**config.mk**
```make
export PLATFORM = sky130hd
export DESIGN_NAME = switch_misc_config_gpio_regs
export DESIGN_NICKNAME = d
export VERILOG_FILES = /design/src/core/switch_misc_pkg.sv /design/src/core/bit_sync.sv /design/src/core/refclk_gate.sv /design/src/core/switch_misc_config_gpio_regs.sv
export SDC_FILE = /design/constraint.sdc
export NUM_CORES = 1
export LEC_CHECK = 0
export ABC_AREA = 1
export BUFFER_PORTS_ARGS = -buffer_cell sky130_fd_sc_hd__buf_2
export CAP_MARGIN = 20
export CORE_MARGIN = 4
export CORE_UTILIZATION = 56
export DETAILED_ROUTE_END_ITERATION = 12
export GPL_TIMING_DRIVEN = 0
export PLACE_DENSITY = 0.85
export SYNTH_ARGS = -nofsm -noshare
export SYNTH_HDL_FRONTEND = slang
export SYNTH_SLANG_ARGS = --single-unit
```
**constraint.sdc**
```tcl
create_clock -name clk -period 10.76 [get_ports clk]
set_clock_uncertainty 0.15 [all_clocks]
set_input_delay 1.076 -clock clk [delete_from_list [all_inputs] [get_ports clk]]
set_output_delay 1.076 -clock clk [all_outputs]
set_load 0.02 [all_outputs]
```
**src/core/switch_misc_pkg.sv**
```systemverilog
package switch_misc_pkg;

  //////////////////////////////////////////////////////////////////////////////
  // Register byte offsets
  localparam logic [7:0]  OFF_PHY_MARGIN   = 8'h94;  // Transmit margin and equalisation
  localparam logic [7:0]  OFF_MODE_CLKBUF  = 8'h98;  // Strap view and refclk control
  localparam logic [7:0]  OFF_SUBSYS_CAP   = 8'hb0;  // Subsystem capability header
  localparam logic [7:0]  OFF_SUBSYS_ID    = 8'hb4;  // Vendor and device codes
  localparam logic [7:0]  OFF_GPIO_CTRL    = 8'hb8;  // Pin control, upstream only

  //////////////////////////////////////////////////////////////////////////////
  // Field positions
  localparam int          RXEQ_LSB         = 16;     // Equalisation field low bit
  localparam int          CLKBUF_EN_LSB    = 16;     // Per-pair enables low bit
  localparam int          REFCLK_OFF_BIT   = 20;     // Global power-down bit
  localparam int          NEXT_PTR_LSB     = 8;      // Next capability pointer low bit
  localparam int          DEVICE_CODE_LSB  = 16;     // Device code low bit
  localparam int          GPIO_IN_POS      = 0;      // Input state within a nibble
  localparam int          GPIO_DIR_POS     = 1;      // Direction within a nibble
  localparam int          GPIO_VAL_POS     = 2;      // Output value within a nibble
  localparam int          GPIO_STRIDE      = 4;      // Bits per pin

  //////////////////////////////////////////////////////////////////////////////
  // Reset values and constants
  localparam logic [15:0] TX_MARGIN_RST    = 16'h116b; // Transmit margin default
  localparam logic [7:0]  RXEQ_UP_RST      = 8'h86;    // Equalisation, upstream
  localparam logic [7:0]  RXEQ_DN_RST      = 8'h00;    // Reserved on downstream
  localparam logic [3:0]  CLKBUF_EN_RST    = 4'hf;     // All pairs enabled
  localparam logic        REFCLK_OFF_RST   = 1'b0;     // Held until strap is taken
  localparam logic [7:0]  SUBSYS_CAP_ID    = 8'h0d;    // Capability identifier
  localparam logic [7:0]  NEXT_PTR_RST     = 8'hc0;    // Link to next structure
  localparam logic [6:0]  MODE_PAD         = 7'h00;    // Zero bits above straps

  //////////////////////////////////////////////////////////////////////////////
  // Timing counts
  localparam logic [1:0]  STRAP_SETTLE     = 2'h2;     // Cycles for strap synchroniser

  //////////////////////////////////////////////////////////////////////////////
  // Carriers
  typedef struct packed {
    logic       scanTest;              // Scan test strap
    logic [2:0] packageSelect;         // Package select strap
    logic       serdesConfig;          // Serdes configuration strap
    logic       diagnostic;            // Diagnostic strap
    logic       accelerated;           // Accelerated strap
    logic       quiescentCurrentTestN; // Quiescent test strap, active low
    logic       eepromLoadSkip;        // Eeprom skip strap
  } strap_t;

  typedef struct packed {
    logic       powerDown;             // Disable all reference clocks
    logic [3:0] pairEnable;            // Per-pair enables
  } clkbuf_t;

  typedef struct packed {
    logic        valid;                // One-cycle request
    logic [7:0]  addr;                 // Byte offset
    logic [31:0] data;                 // Write data
  } load_t;

endpackage

```
**src/core/bit_sync.sv**
```systemverilog
`timescale 1ns/10ps
module bit_sync
  import switch_misc_pkg::*;
#(
  parameter int WIDTH = 1                 // Number of bits
) (
  input  wire logic             clk,      // Core clock
  input  wire logic             sys_rst,  // Async reset, active high
  input  wire logic [WIDTH-1:0] din,      // Asynchronous levels
  output logic      [WIDTH-1:0] dout      // Synchronised levels
);

  logic [WIDTH-1:0] stage1_reg;           // First stage, read only by second
  logic [WIDTH-1:0] stage2_reg;           // Second stage
  logic [WIDTH-1:0] stage1_next;          // Next first stage
  logic [WIDTH-1:0] stage2_next;          // Next second stage

  // Shift the levels along the chain
  always_comb begin
    stage1_next = din;
    stage2_next = stage1_reg;
  end

  // Two flops; metastability settles between them
  always_ff @(posedge clk or posedge sys_rst) begin
    if (sys_rst) begin
      stage1_reg <= '0;
      stage2_reg <= '0;
    end else begin
      stage1_reg <= stage1_next;
      stage2_reg <= stage2_next;
    end
  end

  assign dout = stage2_reg;

endmodule

```
**src/core/refclk_gate.sv**
```systemverilog
`timescale 1ns/10ps
module refclk_gate
  import switch_misc_pkg::*;
(
  input  wire logic       clk,            // Core clock
  input  wire logic       sys_rst,        // Async reset, active high
  input  wire clkbuf_t    ctrl,           // Buffer control field
  output logic      [3:0] pairEnable      // Registered buffer enables
);

  logic [3:0] enable_reg;                 // Registered enables
  logic [3:0] enable_next;                // Next enables

  // Global power-down overrides every pair
  always_comb begin
    // (RQ4) global disable
    // (RQ5) per-pair gate
    enable_next = ctrl.powerDown ? 4'h0 : ctrl.pairEnable;
  end

  // Buffers stay off in reset; with the power-down strap high they still run for three cycles after it
  always_ff @(posedge clk or posedge sys_rst) begin
    if (sys_rst) begin
      enable_reg <= 4'h0;
    end else begin
      enable_reg <= enable_next;
    end
  end

  assign pairEnable = enable_reg;

endmodule

```
**src/core/switch_misc_config_gpio_regs.sv**
```systemverilog
// Function
// (RQ1) Margin 116Bh, equalisation 86h upstream only
// (RQ2) Mode word: zeros then strap levels
// (RQ3) Power-down bit taken from strap pin
// (RQ4) Power-down bit set disables all clocks
// (RQ5) Bits 19-16 gate pairs, reset Fh
// (RQ6) Buffer control overridable by strap, load
// (RQ7) Capability header low byte reads 0Dh
// (RQ8) Next pointer read-only, reset C0h
// (RQ9) Vendor code low half, load overridable
// (RQ10) Device code high half, load overridable
// (RQ11) Pin control exists on upstream only
// (RQ12) Input bits show sampled pin levels
// (RQ13) Direction bits: 1 output, reset 0
// (RQ14) Value bits driven when output selected
// (RQ15) Reserved bits read zero, ignore writes
// (RQ16) Pin inputs pass two-flop synchroniser
`timescale 1ns/10ps
module switch_misc_config_gpio_regs
  import switch_misc_pkg::*;
#(
  parameter bit          IS_UPSTREAM     = 1'b1,     // Port is the upstream port
  parameter int          GPIO_PINS       = 4,        // General purpose pins
  parameter logic [15:0] VENDOR_CODE_RST = 16'h5a5a, // Arbitrary neutral value
  parameter logic [15:0] DEVICE_CODE_RST = 16'ha5c3  // Arbitrary neutral value
) (
  input  wire logic                 clk,             // Core clock
  input  wire logic                 sys_rst,         // Port reset, active high
  input  wire logic [7:0]           cfgAddr,         // Config byte offset
  input  wire logic                 cfgRdEn,         // Config read strobe
  input  wire logic                 cfgWrEn,         // Config write strobe
  input  wire logic [3:0]           cfgByteEn,       // Config write byte enables
  input  wire logic [31:0]          cfgWrData,       // Config write data
  output logic      [31:0]          cfgRdData,       // Config read data
  output logic                      cfgRdValid,      // Read data valid pulse
  input  wire load_t                defaultLoad,     // Default override from SMBus or EEPROM
  input  wire strap_t               strapPins,       // Mode strap pins
  input  wire logic                 refclkBufferPowerdownStrap, // Power-down strap pin
  output logic      [3:0]           refclkOutPairEnable,        // Refclk buffer enables
  input  wire logic [GPIO_PINS-1:0] gpioIn,          // Pin levels
  output logic      [GPIO_PINS-1:0] gpioOut,         // Pin drive values
  output logic      [GPIO_PINS-1:0] gpioOe           // Pin output enables
);

  ////////////////////////////////////////////////////////////////////////////
  // Functions

  // Word decode shared by read, write and load paths
  function automatic logic wordHit(input logic [7:0] addr, input logic [7:0] off);
    wordHit = (addr[7:2] == off[7:2]);
  endfunction

  ////////////////////////////////////////////////////////////////////////////
  // Declarations

  logic [15:0]          txMargin_reg;        // Transmit margin
  logic [15:0]          txMargin_next;       // Next transmit margin
  logic [7:0]           rxEq_reg;            // Multilane equalisation
  logic [7:0]           rxEq_next;           // Next equalisation
  clkbuf_t              clkbuf_reg;          // Buffer control field
  clkbuf_t              clkbuf_next;         // Next buffer control
  logic [15:0]          vendor_reg;          // Subsystem vendor code
  logic [15:0]          vendor_next;         // Next vendor code
  logic [15:0]          device_reg;          // Subsystem device code
  logic [15:0]          device_next;         // Next device code
  logic [GPIO_PINS-1:0] gpioDir_reg;         // Direction, 1 is output
  logic [GPIO_PINS-1:0] gpioDir_next;        // Next direction
  logic [GPIO_PINS-1:0] gpioVal_reg;         // Output values
  logic [GPIO_PINS-1:0] gpioVal_next;        // Next output values
  logic [1:0]           settle_reg;          // Strap settle counter
  logic [1:0]           settle_next;         // Next settle count
  logic                 strapTaken_reg;      // Strap already captured
  logic                 strapTaken_next;     // Next capture flag
  logic [31:0]          rdData_reg;          // Read data
  logic [31:0]          rdData_next;         // Next read data
  logic                 rdValid_reg;         // Read data valid
  logic                 rdValid_next;        // Next read valid
  strap_t               strapSync;           // Synchronised straps
  logic                 pdStrapSync;         // Synchronised power-down strap
  logic [GPIO_PINS-1:0] gpioSync;            // Synchronised pin levels
  logic [15:0]          gpioWord;            // Assembled pin control word
  logic                 loadPhy;             // Load hits margin register
  logic                 loadClk;             // Load hits buffer control
  logic                 loadSub;             // Load hits subsystem codes
  logic                 cfgGpioWr;           // Config write to pin control
  logic [7:0]           rxEqReset;           // Port-dependent reset value

  ////////////////////////////////////////////////////////////////////////////
  // Synchronisers

  // (RQ16) strap and pin synchronisers
  bit_sync #(
    .WIDTH ($bits(strap_t) + 1)
  ) u_strap_sync (
    .clk     (clk),
    .sys_rst (sys_rst),
    .din     ({strapPins, refclkBufferPowerdownStrap}),
    .dout    ({strapSync, pdStrapSync})
  );

  // (RQ16) pin input synchroniser
  bit_sync #(
    .WIDTH (GPIO_PINS)
  ) u_gpio_sync (
    .clk     (clk),
    .sys_rst (sys_rst),
    .din     (gpioIn),
    .dout    (gpioSync)
  );

  ////////////////////////////////////////////////////////////////////////////
  // Decode

  // Downstream ports carry a reserved, zero equalisation field
  assign rxEqReset = IS_UPSTREAM ? RXEQ_UP_RST : RXEQ_DN_RST;

  // Default loads address whole words; fields are picked out below
  always_comb begin
    loadPhy   = defaultLoad.valid && wordHit(defaultLoad.addr, OFF_PHY_MARGIN);
    loadClk   = defaultLoad.valid && wordHit(defaultLoad.addr, OFF_MODE_CLKBUF);
    loadSub   = defaultLoad.valid && wordHit(defaultLoad.addr, OFF_SUBSYS_ID);
    // (RQ11) upstream-only write decode
    cfgGpioWr = cfgWrEn && IS_UPSTREAM && wordHit(cfgAddr, OFF_GPIO_CTRL);
  end

  // Pin control word; reserved nibble bits stay zero
  always_comb begin
    gpioWord = 16'h0000;
    for (int i = 0; i < GPIO_PINS; i++) begin
      // (RQ12) input state bits
      gpioWord[i*GPIO_STRIDE + GPIO_IN_POS]  = gpioSync[i];
      gpioWord[i*GPIO_STRIDE + GPIO_DIR_POS] = gpioDir_reg[i];
      gpioWord[i*GPIO_STRIDE + GPIO_VAL_POS] = gpioVal_reg[i];
    end
  end

  ////////////////////////////////////////////////////////////////////////////
  // Override registers

  // Read-only fields that only the default load may change
  always_comb begin
    txMargin_next = txMargin_reg;
    rxEq_next     = rxEq_reg;
    vendor_next   = vendor_reg;
    device_next   = device_reg;
    if (loadPhy) begin
      // (RQ1) margin and equalisation load
      txMargin_next = defaultLoad.data[15:0];
      // Reserved on downstream, so the load cannot reach it there
      rxEq_next     = IS_UPSTREAM ? defaultLoad.data[RXEQ_LSB +: 8] : RXEQ_DN_RST;
    end
    if (loadSub) begin
      // (RQ9) vendor code load
      vendor_next = defaultLoad.data[15:0];
      // (RQ10) device code load
      device_next = defaultLoad.data[DEVICE_CODE_LSB +: 16];
    end
  end

  // Field storage
  always_ff @(posedge clk or posedge sys_rst) begin
    if (sys_rst) begin
      txMargin_reg <= TX_MARGIN_RST;
      rxEq_reg     <= IS_UPSTREAM ? RXEQ_UP_RST : RXEQ_DN_RST;
      vendor_reg   <= VENDOR_CODE_RST;
      device_reg   <= DEVICE_CODE_RST;
    end else begin
      txMargin_reg <= txMargin_next;
      rxEq_reg     <= rxEq_next;
      vendor_reg   <= vendor_next;
      device_reg   <= device_next;
    end
  end

  ////////////////////////////////////////////////////////////////////////////
  // Reference clock buffer control

  // The strap is caught once, after its synchroniser has settled;
  // a flop under async reset may not take a pin value directly
  always_comb begin
    settle_next     = settle_reg;
    strapTaken_next = strapTaken_reg;
    clkbuf_next     = clkbuf_reg;
    if (!strapTaken_reg) begin
      if (settle_reg == STRAP_SETTLE) begin
        // (RQ3) strap sets power-down
        clkbuf_next.powerDown = pdStrapSync;
        strapTaken_next       = 1'b1;
      end else begin
        settle_next = settle_reg + 2'h1;
      end
    end
    // A load in the capture cycle wins; it is the later source
    if (loadClk) begin
      // (RQ6) load overrides default
      clkbuf_next.powerDown  = defaultLoad.data[REFCLK_OFF_BIT];
      clkbuf_next.pairEnable = defaultLoad.data[CLKBUF_EN_LSB +: 4];
    end
  end

  // Control state
  always_ff @(posedge clk or posedge sys_rst) begin
    if (sys_rst) begin
      settle_reg      <= 2'h0;
      strapTaken_reg  <= 1'b0;
      // (RQ5) pairs reset enabled
      clkbuf_reg      <= '{powerDown: REFCLK_OFF_RST, pairEnable: CLKBUF_EN_RST};
    end else begin
      settle_reg      <= settle_next;
      strapTaken_reg  <= strapTaken_next;
      clkbuf_reg      <= clkbuf_next;
    end
  end

  // Output buffer gating
  refclk_gate u_refclk_gate (
    .clk        (clk),
    .sys_rst    (sys_rst),
    .ctrl       (clkbuf_reg),
    .pairEnable (refclkOutPairEnable)
  );

  ////////////////////////////////////////////////////////////////////////////
  // General purpose pin control

  // Only direction and value bits take writes, from byte lanes 0 and 1
  always_comb begin
    gpioDir_next = gpioDir_reg;
    gpioVal_next = gpioVal_reg;
    if (cfgGpioWr) begin
      for (int i = 0; i < GPIO_PINS; i++) begin
        if (cfgByteEn[(i*GPIO_STRIDE)/8]) begin
          // (RQ13) direction write
          gpioDir_next[i] = cfgWrData[i*GPIO_STRIDE + GPIO_DIR_POS];
          // (RQ14) value write
          gpioVal_next[i] = cfgWrData[i*GPIO_STRIDE + GPIO_VAL_POS];
        end
      end
    end
  end

  // Pin control storage
  always_ff @(posedge clk or posedge sys_rst) begin
    if (sys_rst) begin
      // (RQ13) inputs after reset
      gpioDir_reg <= '0;
      gpioVal_reg <= '0;
    end else begin
      gpioDir_reg <= gpioDir_next;
      gpioVal_reg <= gpioVal_next;
    end
  end

  // Pins are never driven on a downstream port
  always_comb begin
    // (RQ14) drive when output
    gpioOut = gpioVal_reg;
    // (RQ11) no pins downstream
    gpioOe  = IS_UPSTREAM ? gpioDir_reg : '0;
  end

  ////////////////////////////////////////////////////////////////////////////
  // Read path

  // One-cycle read latency; unmapped offsets return zero
  always_comb begin
    rdValid_next = cfgRdEn;
    rdData_next  = rdData_reg;
    if (cfgRdEn) begin
      // (RQ15) reserved reads zero
      rdData_next = 32'h0000_0000;
      if (wordHit(cfgAddr, OFF_PHY_MARGIN)) begin
        // (RQ1) margin and equalisation
        rdData_next[15:0]            = txMargin_reg;
        rdData_next[RXEQ_LSB +: 8]   = IS_UPSTREAM ? rxEq_reg : rxEqReset;
      end else if (wordHit(cfgAddr, OFF_MODE_CLKBUF)) begin
        // (RQ2) strap mode view
        rdData_next[15:0]            = {MODE_PAD, strapSync};
        rdData_next[REFCLK_OFF_BIT]  = clkbuf_reg.powerDown;
        rdData_next[CLKBUF_EN_LSB +: 4] = clkbuf_reg.pairEnable;
      end else if (wordHit(cfgAddr, OFF_SUBSYS_CAP)) begin
        // (RQ7) capability identifier
        rdData_next[7:0]             = SUBSYS_CAP_ID;
        // (RQ8) next pointer
        rdData_next[NEXT_PTR_LSB +: 8] = NEXT_PTR_RST;
      end else if (wordHit(cfgAddr, OFF_SUBSYS_ID)) begin
        // (RQ9) vendor code
        rdData_next[15:0]            = vendor_reg;
        // (RQ10) device code
        rdData_next[DEVICE_CODE_LSB +: 16] = device_reg;
      end else if (IS_UPSTREAM && wordHit(cfgAddr, OFF_GPIO_CTRL)) begin
        // (RQ11) upstream pin control
        rdData_next[15:0]            = gpioWord;
      end
    end
  end

  // Read registers
  always_ff @(posedge clk or posedge sys_rst) begin
    if (sys_rst) begin
      rdData_reg  <= 32'h0000_0000;
      rdValid_reg <= 1'b0;
    end else begin
      rdData_reg  <= rdData_next;
      rdValid_reg <= rdValid_next;
    end
  end

  assign cfgRdData  = rdData_reg;
  assign cfgRdValid = rdValid_reg;

endmodule

```
After elaboration in Yosys (flattened, before gate mapping)
Index checks and enable logic that the tools add are counted.
{ "word_totals": {"register_bits": 137, "inputBits": 103, "output_inout_bits": 45} }
{ "classes": {"addsub": 1, "eq_ne": 10, "n_mux": 15, "n_bitwise": 2, "n_reduce_logical": 9} }
{ "op_table": {"columns": ["op", "n"], "rows": [
  ["$mux 16", 4],
  ["$eq 6x6->1 const B", 8],
  ["$mux 24", 1],
  ["$mux 21", 1],
  ["$mux 15", 1],
  ["$mux 11", 1],
  ["$mux 8", 1],
  ["$reduce_and 2->1", 4],
  ["$mux 5", 1],
  ["$logic_and 1x1->1", 4],
  ["$mux 1", 4],
  ["$mux 4", 1],
  ["$add 2x1->2 const B", 1],
  ["$eq 2x2->1 const B", 1],
  ["$ne 2x1->1 const B", 1],
  ["$not 1->1", 2],
  ["$reduce_bool 2->1", 1]
]} }

Longest topological paths before layout
Gate-level depths: netlist (run 1).
{ "depth": {"ltp_word": 6, "mapped_depth": 9, "mapped_depth_nobuf": 9} }

Modules after synthesis
A second synthesis (run 1) with hierarchy kept.
{ "hier_totals": {"hier_cells": 586, "hier_area_um2": 5455.2} }
{ "by_module_without_submodules": {"columns": ["mod", "instances", "cells_each", "area_per_inst_um2", "seq_area_each_um2"], "rows": [
  ["switch_misc_config_gpio_regs", 1, 543, 4613.2, 2665.1],
  ["bit_sync (u_strap_sync)", 1, 21, 504.2, 500.5],
  ["bit_sync (u_gpio_sync)", 1, 9, 203.9, 200.2],
  ["refclk_gate", 1, 13, 133.9, 100.1]
]} }

Least setup slack after synthesis (run 1)
OpenSTA, ideal clock, no wires.
{ "synth_path": {"path_kind": "input port to flip-flop", "from": "input defaultLoad[39] (netlist name)", "to": "register rxEq_reg[0]", "setup_time_ps": 131, "arrival_ps": 1833, "t_required_ps": 10479, "setup_slack_ps": 8647, "path_stages": 9, "path_cell_list": "inv_1 nor2_2 nand3_1 inv_1 nand2_1 buf_2 buf_2 nand2_1 o21ai_0"} }
{ "synth_via": {"elab_chain_cells": 2} }
{ "synth_rtl": {"columns": ["element", "line", "source"], "rows": [
  ["start, declared", "switch_misc_config_gpio_regs.sv:36", "input wire load_t defaultLoad,"],
  ["$eq 6x6->1", "switch_misc_config_gpio_regs.sv:50", "wordHit = (addr[7:2] == off[7:2]);"],
  ["$logic_and 1x1->1", "switch_misc_config_gpio_regs.sv:119", "loadPhy = defaultLoad.valid && wordHit(defaultLoad.addr, OFF_PHY_MARGIN);"],
  ["end signal, assigned", "switch_misc_config_gpio_regs.sv:164", "rxEq_reg <= IS_UPSTREAM ? RXEQ_UP_RST : RXEQ_DN_RST;"],
  ["end signal, assigned", "switch_misc_config_gpio_regs.sv:169", "rxEq_reg <= rxEq_next;"],
  ["end, declared", "switch_misc_config_gpio_regs.sv:58", "logic [7:0] rxEq_reg;"]
]} }
Every way passes these cells.
A chain may end at the register's enable or synchronous reset.

Worst setup path in the final report (run 1)
{ "layout_path": {"from": "register gpioVal_reg[0], in the netlist gpioOut[0]", "to": "output gpioOut[0]"} }
{ "layout_lines": {"columns": ["element", "line", "source"], "rows": [
  ["start, declared", "switch_misc_config_gpio_regs.sv:68", "logic [GPIO_PINS-1:0] gpioVal_reg;"],
  ["start signal, assigned", "switch_misc_config_gpio_regs.sv:250", "gpioVal_reg <= gpioVal_next;"],
  ["end, declared", "switch_misc_config_gpio_regs.sv:41", "output logic [GPIO_PINS-1:0] gpioOut,"]
]} }
No word-level cell between the ends.

==> results.md, run 1 <==
- Post-CTS Setup Inserts: 0
- CP bufs+invs: 1
- Pins Over Slew Limit: 0
- Die height: 106 um
- Synth cell count leaders: nand2_1, dfrtp_1, o21ai_0
- Pre-CTS setup slack: between 8 and 9 ns
- Yosys top cell area share: 0.494
- Slew HR: 0.596
- Synth top area cells: dfrtp_1, dfstp_2, nand2_1
- Ys async rst share: 1.00
- Status: finished clean
- RSZ-0062 raised after global routing: no
- Number of global-route vias before repair: between 4000 and 5000
- Synth Flop Type: dfrtp_1
- Synth Register Bits: about 140
- Cell Rows: 35
- Final setup TNS: 0 ns
- Initial Util: 0.581
- Drt total wl: between 10 and 15 mm
- Area of the mapped netlist: between 5000 and 6000 sq um
- Buffers on Ports: about 120
- Initial antenna violation count: 0
- CP Data Arrival Time: 1.10 ns
- Ports: 148
- Core area: about 9300 sq um
- Drt drc: 0
- Largest net degree at the start of global routing: slightly above 90
- First DRT Iteration DRCs: approximately 330
- Hold Crit Class: reg2reg
- Layout cells sized above 1: 0.288
- Leakage: ~3.5 nW
- CTS max path bufs: 2
- Crit share post-route: 0.216
- # setup viols final: 0
- Post-CTS sizing: 0
- PwrDens: between 150 and 200 nW/um^2
- DR WL/cell: about 17 um
- Syn_nets: slightly below 700
- Slowest stage delay, CP: approximately 0.41 ns
- GRT Total Usage: 0.261
- CTS tree: yes
- Critical Path RT: 9.53 ns
- Clock Sink Count: 137
- H-tree depth: 4
- Setup ws final: around 8.4 ns
- Final ANT Viol Nets: 0
- Number of hold buffers added after cts: 0
- Clk_lat worst skew: 0.52 ns
- Total of max-cap violations: 0
- Most frequent cell after synthesis: nand2_1
- DR vias: roughly 4600
- Crit end category: output pin
- Via/cell ratio: roughly 5.4
- Worst-margin pin slew: around 0.61 ns
- Yosys warns: 0
- Yosys top cell by area: dfrtp_1
- Ant. Diodes: 0
- Inserted Clock Buffers: 17
- GRT Residual Overflow: 0
- First-pass GRT wire length: 22.8 mm
- Mean post-synth cell area: 9.46 sq um
- Max reg flops: 32
- Final Critical Period: 2.32 ns
- Placer Congestion: about 0.83
- Critical path fanouts, max: 3
- P&R area growth vs syn: 26.1%
- Die width: between 100 and 150 um
- Hold Fails Final Rpt: 0
- # fillers: between 600 and 700
- Maximum VDD drop: approximately 120 uV
- Die area: 11300 sq um
- Crit-path slowest cell: dfrtp_1
- Worst-path cell chain: buf_2
- WS Path Type: reg2out
- DP Wirelength: slightly above 9 mm
- Seq/Total Area, Yosys: 0.639
- Crit path launch type: flop
- Netlist cell types: 27
- Cell area after layout: 6840 sq um
- Initial DRT Pass Iterations: 5
- Layout Nets: slightly above 800
- Cells after Synth: 573
- FMAX: between 400 and 500 MHz
- Clock transition at path regs: 0.06 ns
- Clk root buf: clkbuf_8
- Crit-path leading delay family: flip-flops
- Post-synth EDFFs: 0
- Placed inst area: slightly above 6000 sq um
[worst paths after layout]
path	start	to	slack, ns	cells past startpoint
max	gpioOut[0]	gpioOut[0]	8.44	1
min	u_strap_sync.stage1_reg[2]	u_strap_sync.dout[2]	0.20	0
max reg2reg	settle_reg[0]	clkbuf_reg[4]	9.48	8
min reg2reg	u_strap_sync.stage1_reg[2]	u_strap_sync.dout[2]	0.20	0
max in group asynchronous	sys_rst	vendor_reg[9]	9.25	3
min in group asynchronous	sys_rst	settle_reg[1]	0.43	2
[metal layers]
metal / share of wire / global-route usage / up-vias / routed length (um)
met1: 0.40 / 0.324 / 2174 / 5650
met3: 0.082 / 0.0692 / 51 / 1160
met5: 0 / 0 / - / 0
met2: 0.48 / 0.425 / 261 / 6860
li1: - / - / 2100 / -
met4: 0.038 / 0.128 / 0 / 539
[power breakdown]
group          switching [W]  internal, W  leakage (nW)
logic              0.0000671    0.0000378          1.58
registers          0.0000247     0.000570          1.66
clock network       0.000235     0.000389         0.309
total               0.000327     0.000997          3.55
[cell usage in the layout, fill, tap and decap left out]
cell type / n
clkinvlp_4: 1
clkinv_2: 1
dfrtp_1: 107
ha_1: 1
o21ai_1: 17
o22a_1: 8
clkinv_4: 3
nor2_4: 4
nor2_2: 2
nor2_1: 24
nand4_2: 1
nand2_2: 2
inv_8: 1
buf_2: 127
inv_2: 3
bufinv_16: 4
o21ai_0: 65
dfstp_2: 30
buf_1: 1
inv_1: 59
clkbuf_1: 11
a31oi_1: 5
nand2_1: 163
a21oi_1: 9
buf_4: 2
nor3_1: 1
inv_6: 6
clkbuf_8: 2
clkbuf_16: 16
xor2_1: 1
clkinv_1: 1
nand3_2: 2
buf_16: 1
nand4_1: 2
nand3_1: 40
[final cells by class]
class | count | area [sq um] | share of cell area
plain buffers | 24 | 110 | 0.0161
clock buffers | 18 | 428 | 0.0626
clock inverters | 14 | 209 | 0.0306
inverters | 65 | 250 | 0.0366
multi-input cells | 347 | 1600 | 0.234
flip-flops and latches | 137 | 3470 | 0.507
well taps | 129 | 161 | 0.0236
repair buffers | 118 | 613 | 0.0897
[kinds of logic (layout without fill, tap and decap cells)]
| family | after synthesis | in the layout | synth area share |
|---|---|---|---|
| DFF | 137 | 137 | 0.639 |
| AOI/OAI and AO/OA | 104 | 104 | 0.103 |
| and+or+nand+nor | 241 | 241 | 0.189 |
| xor gates and xnor gates | 1 | 1 | 0.00162 |
| adders and majority gates | 1 | 1 | 0.00231 |
| buffers and inverters | 89 | 239 | 0.0655 |
[per-stage QoR]
stage / std cells / utilization / hold slack [ns] / total power (W)
after floorplan: 573 / - / 0.181 / 0.000658
after global placement: 819 / 0.661 / 0.183 / 0.000695
after detailed placement: 820 / 0.665 / 0.185 / 0.000704
after CTS: 852 / 0.733 / 0.199 / 0.00132
after global routing: 852 / 0.733 / 0.206 / 0.00137
final: 852 / 0.733 / 0.198 / 0.00132
Note: power is estimated with default switching activity, not from simulation.
==> run 2, diff against run 1 <==
--- a/config.mk
+++ b/config.mk
@@ -9,10 +9,10 @@
 export BUFFER_PORTS_ARGS = -buffer_cell sky130_fd_sc_hd__buf_2
 export CAP_MARGIN = 20
 export CORE_MARGIN = 4
-export CORE_UTILIZATION = 56
+export CORE_UTILIZATION = 47
 export DETAILED_ROUTE_END_ITERATION = 12
 export GPL_TIMING_DRIVEN = 0
-export PLACE_DENSITY = 0.85
+export PLACE_DENSITY = 0.76
 export SYNTH_ARGS = -nofsm -noshare
 export SYNTH_HDL_FRONTEND = slang
 export SYNTH_SLANG_ARGS = --single-unit
==> constraint.sdc (replaced) <==
create_clock -name clk -period 2.1 [get_ports clk]
set_clock_uncertainty 0.15 [all_clocks]
set_input_delay 0.21 -clock clk [delete_from_list [all_inputs] [get_ports clk]]
set_output_delay 0.21 -clock clk [all_outputs]
set_load 0.02 [all_outputs]
==> run 2 against run 1 <==
Count of clock-buffer cells in the layout up 3. Cell count up 8.5%. Critical path depth up 6. Largest cell class unchanged.
==> results.md, run 2 (synthesis gave the netlist of run 1 again) <==
- Status: finished clean (unchanged)
- Largest net degree at the start of global routing: 42 (was 91)
- GRT busiest layer: met2 (unchanged)
- Worst-margin pin slew: 0.723 ns (was 0.606 ns)
- P&R area growth vs syn: 36.4% (was 26.1%)
- Final Critical Period: roughly 1.9 ns
- PwrDens: 875 nW/um^2 (was 194 nW/um^2)
- DR WL/cell: 16.1 um (was 16.7 um)
- Fin util: 0.667 (was 0.733)
- Clk_lat worst skew: 0.42 ns (was 0.52 ns)
- Slew HR: 0.517 (was 0.596)
- Post-CTS sizing: 0 (unchanged)
- Initial DRT Pass Iterations: 5 (unchanged)
- Die area: 13300 sq um (was 11300 sq um)
- Critical path depth in cells: 7 (was 1)
- Initial Util: 0.489 (was 0.581)
- R2R Setup Slk: 0.70 ns (was 9.48 ns)
- Ports: 148 (unchanged)
- FMAX: roughly 540 MHz
- Reg2reg end: gpioOut[3] (was clkbuf_reg[4])
- Worst r2r src: gpioOut[3] (was settle_reg[0])
- Most frequent cells in the layout: nand2_1, buf_2, dfrtp_1 (unchanged)
- Number of global-route vias before repair: 4906 (was 4757)
- Crit path launch type: input pin (was flop)
- CP bufs+invs: 5 (was 1)
- Hold Crit Class: in2reg (was reg2reg)
- Grt met2 use: 0.383 (was 0.425)
- Crit path from: cfgRdEn (was gpioOut[0])
- Core area: 11100 sq um (was 9330 sq um)
- Setup ws final: 0.241 ns (was 8.44 ns)
- Clock Sink Count: 137 (unchanged)
- H-tree depth: 4 (unchanged)
- Slowest stage delay, CP: 0.52 ns (was 0.41 ns)
- Worst-path cell chain: dlygate4sd3_1 > buf_2 > buf_2 > clkinv_1 > clkbuf_1 > nand2_1 > nand2_1 (was buf_2)
- First-pass GRT wire length: 23.8 mm (was 22.8 mm)
- Grt met3 use: 0.0668 (was 0.0692)
- # setup viols final: 0 (unchanged)
- Via/cell ratio: 5.14 (was 5.38)
- # fillers: 825 (was 608)
- CTS tree: yes (unchanged)
- Final ANT Viol Nets: 0 (unchanged)
- WS Path Type: in2reg (was reg2out)
- CTS max path bufs: 2 (unchanged)
- Total of max-cap violations: 0 (unchanged)
- Critical path fanouts, max: 10 (was 3)
- R2R depth: 3 (was 8)
- Clk root buf: clkbuf_16 (was clkbuf_8)
- Die width: 115 um (was 106 um)
- Drt total wl: 14.9 mm (was 14.2 mm)
- Layout cells sized above 1: 0.265 (was 0.288)
- Drt drc: 0 (unchanged)
- GRT Total Usage: 0.235 (was 0.261)
- Crit end category: flop (was output pin)
- Finished Layout Cells: 924 (was 852)
- Crit-path slowest cell: dlygate4sd3_1 (was dfrtp_1)
- Layout Nets: 875 (was 814)
- CP Data Arrival Time: 2.02 ns (was 1.10 ns)
- Maximum VDD drop: 686 uV (was 123 uV)
- DR vias: 4746 (was 4586)
- RSZ-0062 raised after global routing: no (unchanged)
- Post-CTS Setup Inserts: 0 (unchanged)
- Most common cell after layout, fill and taps aside: nand2_1 (unchanged)
- Hold WS: 0.0116 ns (was 0.198 ns)
- Buffers on Ports: 117 (unchanged)
- Leakage: 3.76 nW (was 3.55 nW)
- Ant. Diodes: 0 (unchanged)
- Clock transition at path regs: 0.06 ns (about the same)
- Cell Rows: 38 (was 35)
- Critical Path RT: 2.26 ns (was 9.53 ns)
- First DRT Iteration DRCs: 487 (was 332)
- Die height: 115 um (was 106 um)
- Pins Over Slew Limit: 0 (unchanged)
- Initial antenna violation count: 0 (unchanged)
- Crit-path leading delay family: buffers and inverters (was flip-flops)
- Placer Congestion: 0.865 (was 0.827)
- Placed cells: 833 (was 820)
- Grt met1 use: 0.301 (was 0.324)
- DP Wirelength: 9.86 mm (was 9.35 mm)
- Register area: 3470 sq um (unchanged)
- Hold Fails Final Rpt: 0 (unchanged)
- GRT Residual Overflow: 0 (unchanged)
- Critical path destination: cfgRdData[30] (was gpioOut[0])
- Max reg flops: 32 (unchanged)
- Crit share post-route: 0.885
- Inserted Clock Buffers: 17 (unchanged)
- Area of the multi-input gates: 1600 sq um (unchanged)
- Pre-CTS setup slack: 0.328 ns (was 8.18 ns)
## run 2: cell type report
type / instances / share of cell area
plain buffers: 24 / 0.0149
clock buffers: 21 / 0.0623
clock inverters: 11 / 0.0132
inverters: 65 / 0.0337
multi-input cells: 347 / 0.216
flip-flops and latches: 137 / 0.469
well taps: 140 / 0.0237
repair buffers: 179 / 0.167
## run 2: worst min path at each step
| stage | to | slack (ns) | cells past startpoint | start |
|---|---|---|---|---|
| floorplan | cfgRdValid | 0.09 | 0 | cfgRdEn |
| global placement | u_strap_sync.stage1_reg[9] | 0.17 | 1 | strapPins[8] |
| detailed placement | u_gpio_sync.stage1_reg[1] | 0.17 | 1 | gpioIn[1] |
| CTS | gpioOe[0] | 0.005 | 3 | cfgByteEn[0] |
| global route | gpioOut[1] | 0.02 | 3 | cfgByteEn[0] |
| finish | gpioOe[0] | 0.01 | 3 | cfgByteEn[0] |
## run 2: worst reg2reg max path: stages (launching register included)
cell and delay [ns]:
dfrtp_1 0.44, nand2_1 0.09, o21ai_1 0.06, dlygate4sd3_1 0.55
## run 2: report_power, final
group          internal [W]  total, W  switching (W)
Clock               0.00168   0.00279        0.00111
Sequential          0.00292   0.00304       0.000120
Combinational      0.000273  0.000633       0.000360
## run 2: metal layers
| layer | part of all wire | wire length [um] | vias to the layer above |
|---|---|---|---|
| li1 | - | - | 2226 |
| met1 | 0.41 | 6060 | 2274 |
| met2 | 0.49 | 7330 | 224 |
| met3 | 0.083 | 1240 | 22 |
| met4 | 0.015 | 216 | 0 |
| met5 | 0 | 0 | - |
## run 2: what timing repair did
action	in CTS	in global routing
setup endpoints to repair	0	0
hold endpoints to repair	111	0
hold buffers	59	0
## run 2: through the flow
stage / power [W] / setup TNS, ns / instance area (sq um)
2_1_floorplan: 0.00337 / 0 / 5430
3_3_place_gp: 0.00357 / -73.11 / 6190
3_5_place_dp: 0.00362 / 0 / 6250
4_1_cts: 0.00648 / 0 / 7390
5_1_grt: 0.00671 / 0 / 7390
6_report: 0.00647 / 0 / 7390
